**config.mk**
```make
export PLATFORM = sky130hd
export DESIGN_NAME = acl_entry_matcher
export DESIGN_NICKNAME = d
export VERILOG_FILES = /design/src/core/acl_pkg.sv /design/src/core/acl_cond_eval.sv /design/src/core/acl_entry_matcher.sv
export SDC_FILE = /design/constraint.sdc
export NUM_CORES = 1
export LEC_CHECK = 0
export ABC_CLOCK_PERIOD_IN_PS = 5900
export BUFFER_PORTS_ARGS = -buffer_cell sky130_fd_sc_hd__buf_2
export CORE_MARGIN = 5
export CORE_UTILIZATION = 52
export CTS_CLUSTER_DIAMETER = 150
export DETAILED_ROUTE_END_ITERATION = 16
export PLACE_DENSITY = 0.77
export SLEW_MARGIN = 10
export SYNTH_ARGS = -nofsm -noshare
export SYNTH_HDL_FRONTEND = slang
export SYNTH_SLANG_ARGS = --single-unit
```
**constraint.sdc**
```tcl
create_clock -name ref_clk_i -period 5.9 [get_ports ref_clk_i]
set_input_delay 0.59 -clock ref_clk_i [delete_from_list [all_inputs] [get_ports ref_clk_i]]
set_output_delay 0.59 -clock ref_clk_i [all_outputs]
set_load 0.02 [all_outputs]
```
**src/core/acl_pkg.sv**
```systemverilog
// shared constants, selector encodings and carriers for the access control entry matcher
package acl_pkg;

   // ==========================================================
   // bus geometry
   localparam int             ACL_ADDR_W     = 12;
   localparam int             ACL_DATA_W     = 32;
   localparam int             ACL_STRB_W     = 4;

   // ==========================================================
   // register byte offsets
   localparam logic [11:0]    ACL_OFS_CTRL   = 12'h000;
   localparam logic [11:0]    ACL_OFS_ADDR   = 12'h004;
   localparam logic [11:0]    ACL_OFS_MASK   = 12'h008;
   localparam logic [11:0]    ACL_OFS_HITS   = 12'h00C;
   localparam logic [11:0]    ACL_OFS_FRAMES = 12'h010;
   localparam logic [11:0]    ACL_OFS_STATUS = 12'h014;

   // ==========================================================
   // control register field positions
   localparam int             ACL_PSEL_LSB   = 0;
   localparam int             ACL_PVAL_LSB   = 8;
   localparam int             ACL_TTL_LSB    = 16;
   localparam int             ACL_FRAG_LSB   = 18;
   localparam int             ACL_OPT_LSB    = 20;
   localparam int             ACL_SRC_LSB    = 22;
   localparam logic [31:0]    ACL_CTRL_WMASK = 32'h00FFFF07;

   // ==========================================================
   // reset values
   localparam logic [31:0]    ACL_CTRL_RST   = 32'h00000000;
   localparam logic [31:0]    ACL_ADDR_RST   = 32'h00000000;
   localparam logic [31:0]    ACL_MASK_RST   = 32'hFFFFFFFF;
   localparam logic [31:0]    ACL_CNT_RST    = 32'h00000000;

   // ==========================================================
   // transport protocol numbers
   localparam logic [7:0]     ACL_IP_ICMP    = 8'h01;
   localparam logic [7:0]     ACL_IP_TCP     = 8'h06;
   localparam logic [7:0]     ACL_IP_UDP     = 8'h11;

   // ==========================================================
   // sub-parameter enable bit positions and tri-state condition slots
   localparam int             ACL_SUB_ICMP   = 0;
   localparam int             ACL_SUB_UDP    = 1;
   localparam int             ACL_SUB_TCP    = 2;
   localparam int             ACL_N_SUB      = 3;
   localparam int             ACL_C_TTL      = 0;
   localparam int             ACL_C_FRAG     = 1;
   localparam int             ACL_C_OPT      = 2;
   localparam int             ACL_N_TRI      = 3;

   // ==========================================================
   // selector encodings
   typedef enum logic [2:0]
   {
      ACL_PROTO_ANY      = 3'h0,
      ACL_PROTO_SPECIFIC = 3'h1,
      ACL_PROTO_ICMP     = 3'h2,
      ACL_PROTO_UDP      = 3'h3,
      ACL_PROTO_TCP      = 3'h4
   } acl_proto_e;

   // ttl: no means zero, yes means non-zero
   typedef enum logic [1:0]
   {
      ACL_TRI_ANY = 2'h0,
      ACL_TRI_NO  = 2'h1,
      ACL_TRI_YES = 2'h2
   } acl_tri_e;

   typedef enum logic [1:0]
   {
      ACL_SRC_ANY  = 2'h0,
      ACL_SRC_HOST = 2'h1,
      ACL_SRC_NET  = 2'h2
   } acl_src_e;

   // ==========================================================
   // carriers
   typedef struct packed
   {
      logic        valid;
      logic        is_ipv4;
      logic [7:0]  protocol;
      logic [7:0]  ttl;
      logic        more_frag;
      logic [12:0] fragment_offset_field;
      logic        options;
      logic [31:0] src_addr;
   } acl_hdr_s;

   typedef struct packed
   {
      logic [2:0]  proto_sel;
      logic [7:0]  proto_val;
      logic [1:0]  ttl_sel;
      logic [1:0]  frag_sel;
      logic [1:0]  opt_sel;
      logic [1:0]  src_sel;
      logic [31:0] src_match;
      logic [31:0] src_mask;
   } acl_cfg_s;

endpackage

```
**src/core/acl_cond_eval.sv**
```systemverilog
// any/no/yes condition evaluator for one header property
`timescale 1ns/1ps

module acl_cond_eval
(
   input  wire logic [1:0] sel_i,
   input  wire logic       present_i,
   output logic            ok_o
);
   import acl_pkg::*;

   // ==========================================================
   // condition
   // unknown selector codes never match, so a bad write cannot widen the entry
   always_comb
   begin
      case (sel_i)
         ACL_TRI_ANY : ok_o = 1'b1;
         ACL_TRI_NO  : ok_o = ~present_i;
         ACL_TRI_YES : ok_o = present_i;
         default     : ok_o = 1'b0;
      endcase
   end

endmodule

```
**src/core/acl_entry_matcher.sv**
```systemverilog
// access control entry matcher for ipv4 headers with apb configuration
//
// Chosen here: the placing of the registers and the APB register port.
`timescale 1ns/1ps

// Contract
// - protocol any ignores protocol number
// - specific protocol requires exact number match
// - icmp/udp/tcp restrict protocol, enable sub-parameters
// - ttl zero rejects frames with ttl above zero
// - ttl non-zero accepts ttl above zero
// - fragment no rejects fragmented frames
// - fragment yes accepts fragmented frames
// - options no rejects frames with options
// - options yes accepts frames with options
// - ttl, fragment, options each offer any
// - source any ignores source address
// - source host requires exact address match
// - source network compares only masked bits
module acl_entry_matcher
(
   input  wire logic                      ref_clk_i,
   input  wire logic                      rst_i,
   input  wire logic                      psel_i,
   input  wire logic                      penable_i,
   input  wire logic                      pwrite_i,
   input  wire logic [11:0]               paddr_i,
   input  wire logic [31:0]               pwdata_i,
   input  wire logic [3:0]                pstrb_i,
   output logic      [31:0]               prdata_o,
   output logic                           pready_o,
   output logic                           pslverr_o,
   input  wire acl_pkg::acl_hdr_s         hdr_i,
   output logic                           hit_valid_o,
   output logic                           hit_o,
   output logic      [2:0]                subparam_en_o
);
   import acl_pkg::*;

   // ==========================================================
   // declarations
   logic [31:0]              ctrl;
   logic [31:0]              src_match;
   logic [31:0]              src_mask;
   logic [31:0]              hit_count;
   logic [31:0]              frame_count;
   acl_cfg_s                 cfg;
   logic                     bus_setup;
   logic                     bus_write;
   logic                     sel_ctrl;
   logic                     sel_addr;
   logic                     sel_mask;
   logic                     sel_hits;
   logic                     sel_frames;
   logic                     sel_status;
   logic                     addr_hit;
   logic [31:0]              rd_value;
   logic                     proto_ok;
   logic                     src_ok;
   logic [ACL_N_TRI-1:0]     tri_sel_ok;
   logic [ACL_N_TRI-1:0]     tri_present;
   logic [2*ACL_N_TRI-1:0]   tri_sel;
   logic                     next_hit;
   logic [ACL_N_SUB-1:0]     next_sub;

   // merge write data into a register under the byte strobes
   function automatic logic [31:0] merge_strb
   (
      input logic [31:0] old_v,
      input logic [31:0] new_v,
      input logic [3:0]  strb
   );
      logic [31:0] res;
      res = old_v;
      for (int b = 0; b < 4; b++)
      begin
         if (strb[b])
         begin
            res[8*b +: 8] = new_v[8*b +: 8];
         end
      end
      return res;
   endfunction

   // ==========================================================
   // apb phases; zero wait states
   assign pready_o  = 1'b1;
   assign bus_setup = psel_i & ~penable_i;
   assign bus_write = psel_i & penable_i & pwrite_i;

   // address decode
   always_comb
   begin
      sel_ctrl   = 1'b0;
      sel_addr   = 1'b0;
      sel_mask   = 1'b0;
      sel_hits   = 1'b0;
      sel_frames = 1'b0;
      sel_status = 1'b0;
      if (paddr_i == ACL_OFS_CTRL)
      begin
         sel_ctrl = 1'b1;
      end
      else if (paddr_i == ACL_OFS_ADDR)
      begin
         sel_addr = 1'b1;
      end
      else if (paddr_i == ACL_OFS_MASK)
      begin
         sel_mask = 1'b1;
      end
      else if (paddr_i == ACL_OFS_HITS)
      begin
         sel_hits = 1'b1;
      end
      else if (paddr_i == ACL_OFS_FRAMES)
      begin
         sel_frames = 1'b1;
      end
      else if (paddr_i == ACL_OFS_STATUS)
      begin
         sel_status = 1'b1;
      end
   end

   assign addr_hit = sel_ctrl | sel_addr | sel_mask | sel_hits | sel_frames | sel_status;

   // read mux; status shows last result and sub-parameter enables
   always_comb
   begin
      rd_value = 32'h00000000;
      if (sel_ctrl)
      begin
         rd_value = ctrl;
      end
      else if (sel_addr)
      begin
         rd_value = src_match;
      end
      else if (sel_mask)
      begin
         rd_value = src_mask;
      end
      else if (sel_hits)
      begin
         rd_value = hit_count;
      end
      else if (sel_frames)
      begin
         rd_value = frame_count;
      end
      else if (sel_status)
      begin
         rd_value = {27'h0000000, subparam_en_o, hit_o, hit_valid_o};
      end
   end

   // read data and error captured in the setup cycle, held through access
   always_ff @(posedge ref_clk_i or posedge rst_i)
   begin
      if (rst_i)
      begin
         prdata_o  <= 32'h00000000;
         pslverr_o <= 1'b0;
      end
      else if (bus_setup)
      begin
         prdata_o  <= pwrite_i ? 32'h00000000 : rd_value;
         pslverr_o <= ~addr_hit;
      end
   end

   // ==========================================================
   // configuration registers
   always_ff @(posedge ref_clk_i or posedge rst_i)
   begin
      if (rst_i)
      begin
         ctrl      <= ACL_CTRL_RST;
         src_match <= ACL_ADDR_RST;
         src_mask  <= ACL_MASK_RST;
      end
      else if (bus_write)
      begin
         if (sel_ctrl)
         begin
            ctrl <= merge_strb(ctrl, pwdata_i, pstrb_i) & ACL_CTRL_WMASK;
         end
         if (sel_addr)
         begin
            src_match <= merge_strb(src_match, pwdata_i, pstrb_i);
         end
         if (sel_mask)
         begin
            src_mask <= merge_strb(src_mask, pwdata_i, pstrb_i);
         end
      end
   end

   // unpack control fields into the configuration carrier
   assign cfg.proto_sel = ctrl[ACL_PSEL_LSB +: 3];
   assign cfg.proto_val = ctrl[ACL_PVAL_LSB +: 8];
   assign cfg.ttl_sel   = ctrl[ACL_TTL_LSB +: 2];
   assign cfg.frag_sel  = ctrl[ACL_FRAG_LSB +: 2];
   assign cfg.opt_sel   = ctrl[ACL_OPT_LSB +: 2];
   assign cfg.src_sel   = ctrl[ACL_SRC_LSB +: 2];
   assign cfg.src_match = src_match;
   assign cfg.src_mask  = src_mask;

   // ==========================================================
   // protocol condition and sub-parameter enables
   always_comb
   begin
      proto_ok = 1'b0;
      next_sub = '0;
      case (cfg.proto_sel)
         ACL_PROTO_ANY      : proto_ok = 1'b1;
         ACL_PROTO_SPECIFIC : proto_ok = (hdr_i.protocol == cfg.proto_val);
         ACL_PROTO_ICMP     :
         begin
            proto_ok               = (hdr_i.protocol == ACL_IP_ICMP);
            next_sub[ACL_SUB_ICMP] = 1'b1;
         end
         ACL_PROTO_UDP      :
         begin
            proto_ok              = (hdr_i.protocol == ACL_IP_UDP);
            next_sub[ACL_SUB_UDP] = 1'b1;
         end
         ACL_PROTO_TCP      :
         begin
            proto_ok              = (hdr_i.protocol == ACL_IP_TCP);
            next_sub[ACL_SUB_TCP] = 1'b1;
         end
         default            : proto_ok = 1'b0;
      endcase
   end

   // ==========================================================
   // ttl, fragment and options conditions
   assign tri_present[ACL_C_TTL]  = (hdr_i.ttl != 8'h00);
   assign tri_present[ACL_C_FRAG] = hdr_i.more_frag |
                                    (hdr_i.fragment_offset_field != 13'h0000);
   assign tri_present[ACL_C_OPT]  = hdr_i.options;
   assign tri_sel = {cfg.opt_sel, cfg.frag_sel, cfg.ttl_sel};

   // one evaluator per condition, each with its own any setting
   generate
      for (genvar c = 0; c < ACL_N_TRI; c++)
      begin : g_cond
         acl_cond_eval u_eval
         (
            .sel_i     (tri_sel[2*c +: 2]),
            .present_i (tri_present[c]),
            .ok_o      (tri_sel_ok[c])
         );
      end
   endgenerate

   // ==========================================================
   // source address filter
   always_comb
   begin
      case (cfg.src_sel)
         ACL_SRC_ANY  : src_ok = 1'b1;
         ACL_SRC_HOST : src_ok = (hdr_i.src_addr == cfg.src_match);
         ACL_SRC_NET  : src_ok = ((hdr_i.src_addr ^ cfg.src_match) & cfg.src_mask) == 32'h0;
         default      : src_ok = 1'b0;
      endcase
   end

   // ==========================================================
   // result stage; the parser strobe qualifies every field
   assign next_hit = hdr_i.valid & hdr_i.is_ipv4 & proto_ok & (&tri_sel_ok) & src_ok;

   // hit registered one clock after the header strobe
   always_ff @(posedge ref_clk_i or posedge rst_i)
   begin
      if (rst_i)
      begin
         hit_valid_o   <= 1'b0;
         hit_o         <= 1'b0;
         subparam_en_o <= '0;
      end
      else
      begin
         hit_valid_o   <= hdr_i.valid;
         hit_o         <= next_hit;
         subparam_en_o <= next_sub;
      end
   end

   // counters; a write clears, a same-cycle event still counts
   always_ff @(posedge ref_clk_i or posedge rst_i)
   begin
      if (rst_i)
      begin
         hit_count   <= ACL_CNT_RST;
         frame_count <= ACL_CNT_RST;
      end
      else
      begin
         if (bus_write && sel_hits)
         begin
            hit_count <= {31'h00000000, next_hit};
         end
         else if (next_hit)
         begin
            hit_count <= hit_count + 32'h00000001;
         end
         if (bus_write && sel_frames)
         begin
            frame_count <= {31'h00000000, hdr_i.valid};
         end
         else if (hdr_i.valid)
         begin
            frame_count <= frame_count + 32'h00000001;
         end
      end
   end
endmodule

```
* Yosys cells after proc, flatten, opt, wreduce, memory -nomap -nowiden
Cells that the tools add are included.
** Cells by class
- Eq/ne operators :: 22
- Mux-type cells :: 40
- Bitwise operators :: 20
- Add/subtract/negate cells :: 2
- Reduce and logical (&&, ||, !) cells :: 25
** Operators with widths (number)
- $mux 32 :: 10
- $add 32x1->32 const B :: 2
- $reduce_and 3->1 :: 12
- $and 32x32->32 :: 1
- $eq 32x32->1 :: 1
- $logic_not 32->1 :: 1
- $xor 32x32->32 :: 1
- $eq 12x4->1 const B :: 2
- $eq 12x5->1 const B :: 2
- $mux 1 :: 24
- $reduce_bool 13->1 :: 1
- $eq 12x3->1 const B :: 1
- $logic_not 12->1 :: 1
- $pmux 1 s3 :: 4
- $eq 2x1->1 const B :: 4
- $eq 2x2->1 const B :: 4
- $eq 8x1->1 const B :: 1
- $eq 8x3->1 const B :: 1
- $eq 8x5->1 const B :: 1
- $eq 8x8->1 :: 1
- $logic_not 2->1 :: 4
- $reduce_bool 8->1 :: 1
- $and 1x1->1 :: 7
- $eq 3x2->1 const B :: 2
- other kinds (9) :: 20
** Word-level totals
- Output and inout port bits :: 39
- Logic and storage cells :: 127
- Flip-flop bits (word level) :: 185
- Bits of input ports :: 118

* Depth between registers and ports, before layout
Gate-level depths: netlist of the first run.
- Depth in word-level cells :: 14
- Mapped depth :: 10
- Mapped depth without buffers :: 7

* Cells and area by module
A second synthesis of the first run with hierarchy kept.
** Unflattened totals
- Cells, all modules :: 996
- Area, all modules :: 9796.9 sq um
** By module, submodules not included
- acl_entry_matcher :: sequential area each 4669.5 sq um, area an instance 9766.9 sq um, times used 1, cells an instance 993
- acl_cond_eval :: sequential area each 0.0 sq um, area an instance 10.0 sq um, times used 3, cells an instance 1

* Worst setup path after synthesis of the first run
No wires, ideal clock.
- Path kind :: input-to-reg
- From :: in hdr_i[21] (netlist bit)
- To :: reg hit_count[22]
- Arrival time :: 2.548 ns
- Stages :: 8
- Required time :: 5.813 ns
- Buffers on the path :: 1
- Setup slack :: 3.265 ns
- Library setup time :: 0.087 ns
- Cells stage by stage :: xor2_1 -> a22oi_1 -> nand4_1 -> or3_1 -> o32a_1 -> buf_6 -> or4_1 -> a22oi_1
** On the way
- Longest elaborated chain between the ends :: 6
- Elaborated cells between the ends (all ways) :: 7
- Classes of those cells :: eq/ne: 1; mux: 1; bitwise: 3; reduce/logical: 2
** Ends and longest elaborated chain
- from (decl) :: line acl_entry_matcher.sv:33 : input wire acl_pkg::acl_hdr_s hdr_i,
- $xor 32x32->32 :: line acl_entry_matcher.sv:266 : ACL_SRC_NET : src_ok = ((hdr_i.src_addr ^ cfg.src_match) & cfg.src_mask) == 32'h0;
- $and 32x32->32 :: line acl_entry_matcher.sv:266
- $logic_not 32->1 :: line acl_entry_matcher.sv:266
- $pmux 1 s3 (*) :: line acl_entry_matcher.sv:263 : case (cfg.src_sel)
- $and 1x1->1 (*) :: line acl_entry_matcher.sv:273 : assign next_hit = hdr_i.valid & hdr_i.is_ipv4 & proto_ok & (&tri_sel_ok) & src_ok;
- $reduce_bool 2->1 (no line) (*)
- to (signal assigned) :: line acl_entry_matcher.sv:304 : hit_count <= {31'h00000000, next_hit};
- to (signal assigned) :: line acl_entry_matcher.sv:308 : hit_count <= hit_count + 32'h00000001;
- to (decl) :: line acl_entry_matcher.sv:45 : logic [31:0] hit_count;
Mark *: on every way between the ends. The rest lies on a longest branch, timed or not.
A chain may end at the register's enable or synchronous reset.

* Worst setup path after layout of the first run
- From :: in paddr_i[7]
- To :: reg prdata_o[18]
** On the way
- Longest elaborated chain between the ends :: 12
- Elaborated cells between the ends (all ways) :: 26
- Classes of those cells :: eq/ne: 4; mux: 21; reduce/logical: 1
** Ends and longest elaborated chain
- from (decl) :: line acl_entry_matcher.sv:27 : input wire logic [11:0] paddr_i,
- $eq 12x5->1 :: line acl_entry_matcher.sv:116 : else if (paddr_i == ACL_OFS_FRAMES)
- $mux 1 :: line acl_entry_matcher.sv:116
- $mux 1 :: line acl_entry_matcher.sv:112 : else if (paddr_i == ACL_OFS_HITS)
- $mux 1 :: line acl_entry_matcher.sv:108 : else if (paddr_i == ACL_OFS_MASK)
- $mux 1 :: line acl_entry_matcher.sv:104 : else if (paddr_i == ACL_OFS_ADDR)
- $mux 1 :: line acl_entry_matcher.sv:100 : if (paddr_i == ACL_OFS_CTRL)
- $mux 32 :: line acl_entry_matcher.sv:148 : else if (sel_frames)
- $mux 32 :: line acl_entry_matcher.sv:144 : else if (sel_hits)
- $mux 32 :: line acl_entry_matcher.sv:140 : else if (sel_mask)
- $mux 32 :: line acl_entry_matcher.sv:136 : else if (sel_addr)
- $mux 32 (*) :: line acl_entry_matcher.sv:132 : if (sel_ctrl)
- $mux 32 (*) :: line acl_entry_matcher.sv:168 : prdata_o <= pwrite_i ? 32'h00000000 : rd_value;
- to (signal assigned) :: line acl_entry_matcher.sv:168
- to (decl) :: line acl_entry_matcher.sv:30 : output logic [31:0] prdata_o,
Marks and branches as above.

==> results.toml, run 1 <==
[logic_synthesis]
synth_fp_nets = 1053
synth.most_common_cell = "dfrtp_1"
synth_top_area_share_pct = 39.0
synth_cells = 933
synth_common_cells = "dfrtp_1, mux2_2, nand2_1"
synth.avg_cell_area_um2 = 10.5
synth_area_um2 = 9820
synth_fa_ha_area_share_pct = 0.255
yosys.area_share.xor_xnor_pct = 5.80
synth_edf_count = 0
synth_compound_area_share_pct = 14.8
synth_cell_types = 57
synth_top_family_by_area = "simple AND/OR/NAND/NOR gates"
synth-seq-cells = 185
synthSimpleGateAreaFrac_pct = 17.4
yosysSeqAreaShare_pct = 47.5
async_flop_share_pct = 100
yosys.area.top_type = "dfrtp_1"
synthMuxAreaShare_pct = 11.5
synth_flop_cell = "dfrtp_1"
synth.area.top_cells = "dfrtp_1, mux2_2, dfstp_2"
synth_warnings = 0

[layout]
fillers = 1549
layout-drive-gt1-share_pct = 30.0
fin_nets = 1182
fin_util_pct = 61.0
layout-area-overhead-vs-synth_pct = 15.8
antenna_cells = 0
final_area_um2 = 11400

[worst_setup_path]
r2r_slack_ps = 2900
crit_type = "input port to register"
endpoint_kind = "register"
worstPathArrival_ps = 3480
crit_fanout = 27
reg2reg_to = "hit_count[22]"
r2r_start = "src_match[31]"
ff2ff_path_depth = 8
worstPathCellList = "buf_2 > nor4_1 > nand3_1 > nor2_1 > and2_1 > a222oi_1 > a21oi_1 > a22o_1"
crit_path_max_incr_delay_ps = 880
worstPathRequired_ps = 6280
worstSetupStartpointType = "input port"
cp_slowest_cell = "and2_1"

[timing]
slew_violations = 0
relSlewSlack_pct = 25.1
worst_slew_pin_slew_ps = 1110
rsz0062_at_grt = "no"
period_needed_ps = 3100
fin_setup_tns_ps = 0
fmax_mhz = 323
hold_viol = 0
setup_violations = 0
fin_crit_sh_pct = 52.5
fin_skew_ps = 12.2

[die]
ios = 157
core_um2 = 18600
start_util_pct = 52.7
rows = 50
die_area_um2 = 21700
die_w_um = 147
die_h_um = 147

[global_routing]
grt_pass1_vias = 8512
grt_overflow = 0
grt_usage_pct = 29.3
grt_pass1_wl_um = 49400
grt_max_degree = 80
antenna_found_initial = 0

[clock_network]
worst_skew_pair.late_latency_ps = 440
cts_tree = "built"
cts.clk_slew.worst_paths_ps = 70
cts_resized = 0
cts_buffers = 17
cts_max_level = 4
cts_buffer_depth = 2
clock-sinks = 185
postCtsSetupRepairBufs = 0
hold_buffers = 0
root_buffer = "clkbuf_16"

[routing]
vias = 8776
ant_nets = 0
post-route-drc-count = 0
via_per_inst = 6.70
wl_per_cell_um = 24.3
drt-initial-drc-count = 1297
wl_um = 31800
drt_first_pass_iters = 12

[run]
max-cap-violations = 0

[run_status]
status = "finished, final reports clean"

[pwr]
p_leak_nw = 5.32
ir_drop_mv = 0.252
power_density_nw_per_um2 = 248

[placed_design]
placed_area_um2 = 10800
gp_congestion = 1.01
dp_hpwl_um = 23400
port_buffers = 155

[hold_path]
hp-class = "input port to async pin"
==> cells in the final DEF, fill, tap and decap left out, types with 19 or more instances in the layout <==
cell type  instances
a21oi_1           24
a222oi_1          31
a22o_1            19
a22oi_1           28
buf_2            155
dfrtp_1          153
dfstp_2           32
mux2_2            82
mux2i_1           19
nand2_1           67
nand3_1           32
nand4_1           29
nor2_1            51
nor2b_1           20
nor3_1            20
nor4_1            28
o21ai_0           25
xor2_1            56
==> worst max-delay path, delay by kind of cell <==
kind	cells	cell delay, ps
compound gates	3	750
simple gates	4	2030
buf+inv	1	100
==> worst max-delay path by stage <==
stage                     from      endpoint  slack, ps  cells after the start
global route        paddr_i[7]  prdata_o[20]       2620                      8
detailed placement  paddr_i[7]  prdata_o[14]       2490                      8
global placement    paddr_i[7]  prdata_o[14]       2590                      8
CTS                 paddr_i[7]  prdata_o[10]       2930                      8
finish              paddr_i[7]  prdata_o[18]       2800                      8
floorplan                rst_i       ctrl[0]        330                      1
==> where the power goes <==
group	internal, mW	switching [mW]
clock	0.609	0.572
combinational	0.0919	0.157
sequential	1.31	0.0740
==> layout make-up <==
type | count | area (µm²) | area share [%]
inverter | 9 | 38.8 | 0.341
clock buffer | 17 | 425 | 3.74
clock inverter | 15 | 180 | 1.58
timing repair buffer | 167 | 866 | 7.61
sequential | 185 | 4670 | 41.1
multi-input combinational | 682 | 4900 | 43.1
tap | 234 | 293 | 2.57
==> metal layers <==
layer	global-route usage, %	part of all wire, %
met5	0	0
met3	6.68	12
met2	46.0	46
met4	8.20	3.0
met1	41.2	39
==> state kept, by name, indices dropped and copies added (netlist names) <==
| name | count |
|---|---|
| frame_count | 32 |
| hit_count | 32 |
| prdata_o | 32 |
| src_mask | 32 |
| src_match | 32 |
| ctrl | 19 |
| subparam_en_o | 3 |
| hit_o | 1 |
| hit_valid_o | 1 |
| pslverr_o | 1 |
==> kinds of logic after synthesis <==
logic type	after synthesis
simple gates	322
compound gates	190
flops	185
mux	102
buf+inv	66
xor+xnor	65
fa+ha+maj	2
other cells	1
==> per-stage QoR <==
| stage | std cells | setup WS (ps) | hold slack, ps | power [mW] |
|---|---|---|---|---|
| after global routing | 1309 | 2620 | 351 | 2.90 |
| final | 1309 | 2800 | 279 | 2.81 |
| after global placement | 1277 | 2590 | 463 | 1.65 |
| after floorplan | 933 | 334 | 479 | 1.52 |
| after detailed placement | 1277 | 2490 | 469 | 1.65 |
| after CTS | 1309 | 2930 | 312 | 2.82 |
No activity file was read; power rests on OpenSTA's default activity.
==> run 2, diff against run 1 <==
--- a/config.mk
+++ b/config.mk
@@ -5,7 +5,7 @@
 export SDC_FILE = /design/constraint.sdc
 export NUM_CORES = 1
 export LEC_CHECK = 0
-export ABC_CLOCK_PERIOD_IN_PS = 5900
+export ABC_CLOCK_PERIOD_IN_PS = 2700
 export BUFFER_PORTS_ARGS = -buffer_cell sky130_fd_sc_hd__buf_2
 export CORE_MARGIN = 5
 export CORE_UTILIZATION = 52
==> constraint.sdc (replaced) <==
create_clock -name ref_clk_i -period 2.7 [get_ports ref_clk_i]
set_input_delay 0.27 -clock ref_clk_i [delete_from_list [all_inputs] [get_ports ref_clk_i]]
set_output_delay 0.27 -clock ref_clk_i [all_outputs]
set_load 0.02 [all_outputs]
==> run 2 against run 1 <==
Compared with the run above: die area did not move; utilization increased by 1.9 points; clock-buffer cell count is the same; critical path depth did not move; power grew 120%; first-iteration DRC count down 17%; final cell count rose by 2.1%; critical endpoint is now hit_count[5]; design area grew 3.2%; clock power grew 120%; routed wire length decreased by 0.49%.
==> results.toml, run 2 (synthesis gave the netlist of run 1 again) <==
[pwr]
seqPwrFrac_pct = 48.5
intPower_mw = 4.43
p_leak_nw = 5.49
ir_drop_mv = 0.512
clkPwrFrac_pct = 42.2
combPwrFrac_pct = 9.3
p_sw_share_pct = 28.8
power_density_nw_per_um2 = 530
p_switching_mw = 1.79

[timing]
worst_slack_ps = 66.4
fin_setup_tns_ps = 0
hold_slack_ps = 60.2
relSlewSlack_pct = 48.5
fin_skew_ps = 16.9
fmax_mhz = 380
hold_viol = 0
setup_violations = 0
slew_violations = 0
fin_crit_sh_pct = 97.5
rsz0062_at_grt = "no"
worst_slew_pin_slew_ps = 773
period_needed_ps = 2630

[placed_design]
port_buffers = 155
place_inst = 1302
gp_congestion = 0.929
placed_area_um2 = 11000
dp_hpwl_um = 24200
dp_slack_ps = 21.7

[die]
rows = 50
die_area_um2 = 21700
start_util_pct = 52.7
die_h_um = 147
core_um2 = 18600
die_w_um = 147
ios = 157

[global_routing]
grt_overflow = 0
grt_pass1_vias = 8387
grt_pass1_wl_um = 49500
grt_usage_pct = 29.3
grt_max_degree = 55
antenna_found_initial = 0

[layout]
layout_commonest_cell = "buf_2"
layout-drive-gt1-share_pct = 32.4
stdcell_count = 1336
fin_nets = 1208
final_area_um2 = 11700
final_cell_mix = "buf_2, dfrtp_1, mux2_2, nand2_1, xor2_1"
layout-area-overhead-vs-synth_pct = 19.5

[clock_network]
cts_buffer_depth = 2
clock-sinks = 185
cts.clk_slew.worst_paths_ps = 80
cts_tree = "built"
root_buffer = "clkbuf_16"
cts_buffers = 17
worst_skew_pair.late_latency_ps = 450
postCtsSetupRepairBufs = 0
cts_max_level = 4

[worst_setup_path]
cp_slowest_cell = "dfrtp_1"
endpoint_kind = "register"
worstSetupStartpointType = "register"
worstPathCellList = "xor2_1 > a22oi_2 > nand4_1 > or3_1 > o32a_1 > buf_4 > o311ai_0 > nand2_1"
crit_type = "register to register"
worstPathRequired_ps = 3020
crit_path_max_incr_delay_ps = 420
worstPathArrival_ps = 2950
crit_fanout = 19

[routing]
vias = 8796
drt-initial-drc-count = 1077
via_per_inst = 6.58
ant_nets = 0
wl_per_cell_um = 23.7
drt_first_pass_iters = 7
post-route-drc-count = 0
wl_um = 31700

[run_status]
status = "finished, final reports clean"

[run]
max-cap-violations = 0

[hold_path]
hp-class = "input port to register"
[run 2: cell count changes in the layout (fill, tap and decap cells not counted), moves of 2 or more]
cell,change
a22oi_1,-3
a22oi_2,+3
buf_12,+7
buf_4,+18
clkinv_8,+3
nor3_1,-2
nor3_2,+2
nor4_1,-2
nor4_2,+2
o311ai_0,-2
[run 2: final timing paths]
path | slack [ps] | depth (start not counted) | start | to
worst max-delay path | 70 | 8 | src_match[25] | hit_count[5]
max in group asynchronous | 1510 | 4 | rst_i | frame_count[24]
worst min-delay path | 60 | 2 | pwdata_i[27] | src_match[27]
worst min register to register | 510 | 1 | prdata_o[19] | prdata_o[19]
min in group asynchronous | 440 | 3 | rst_i | prdata_o[11]
worst max register to register | 70 | 8 | src_match[25] | hit_count[5]
[run 2: area by class of cell]
class,instances,area (µm²)
Inverter,9,37.5
Clock inverter,15,203
Multi-Input combinational cell,682,4950
Timing Repair Buffer,193,1150
Sequential cell,185,4670
Tap cell,234,293
Fill cell,1558,6910
Clock buffer,17,425
Antenna cell,1,2.50
[run 2: what timing repair did]
item | CTS | global route
hold buffers | 1 | 0
resized for setup | 0 | 12
endpoints found under the hold margin | 18 | 0
endpoints found under the setup margin | 0 | 24
[run 2: worst max-delay path, delay by kind of cell, from the launching register on]
kind / cells / cell delay, ps
xor+xnor: 1 / 210
flops: 1 / 420
compound gates: 3 / 1040
simple gates: 3 / 580
buf+inv: 1 / 240
[run 2: power by group through the flow]
stage	registers, mW	logic, mW	clock network, mW
final	3.02	0.579	2.62
after floorplan	3.01	0.322	0
after detailed placement	3.06	0.564	0
after global placement	3.06	0.551	0
after CTS	3.01	0.568	2.65
after global routing	3.02	0.638	2.77
[run 2: per-layer routing]
metal  track usage (%)  part of all wire, %  vias to the layer above  wire, µm
met5                 0                    0                        -         0
met4              8.34                  2.7                        0       843
met3              6.25                   10                       73      3320
met2              46.1                   46                      543     14700
met1              41.3                   40                     4322     12800
li1                  -                    -                     3858         -
[run 2: through the flow]
stage / util, % / total power, mW
6_report: 62.9 / 6.22
5_1_grt: 62.9 / 6.43
4_1_cts: 62.6 / 6.22
3_5_place_dp: 59.2 / 3.62
3_3_place_gp: 59.2 / 3.61
2_1_floorplan: - / 3.33
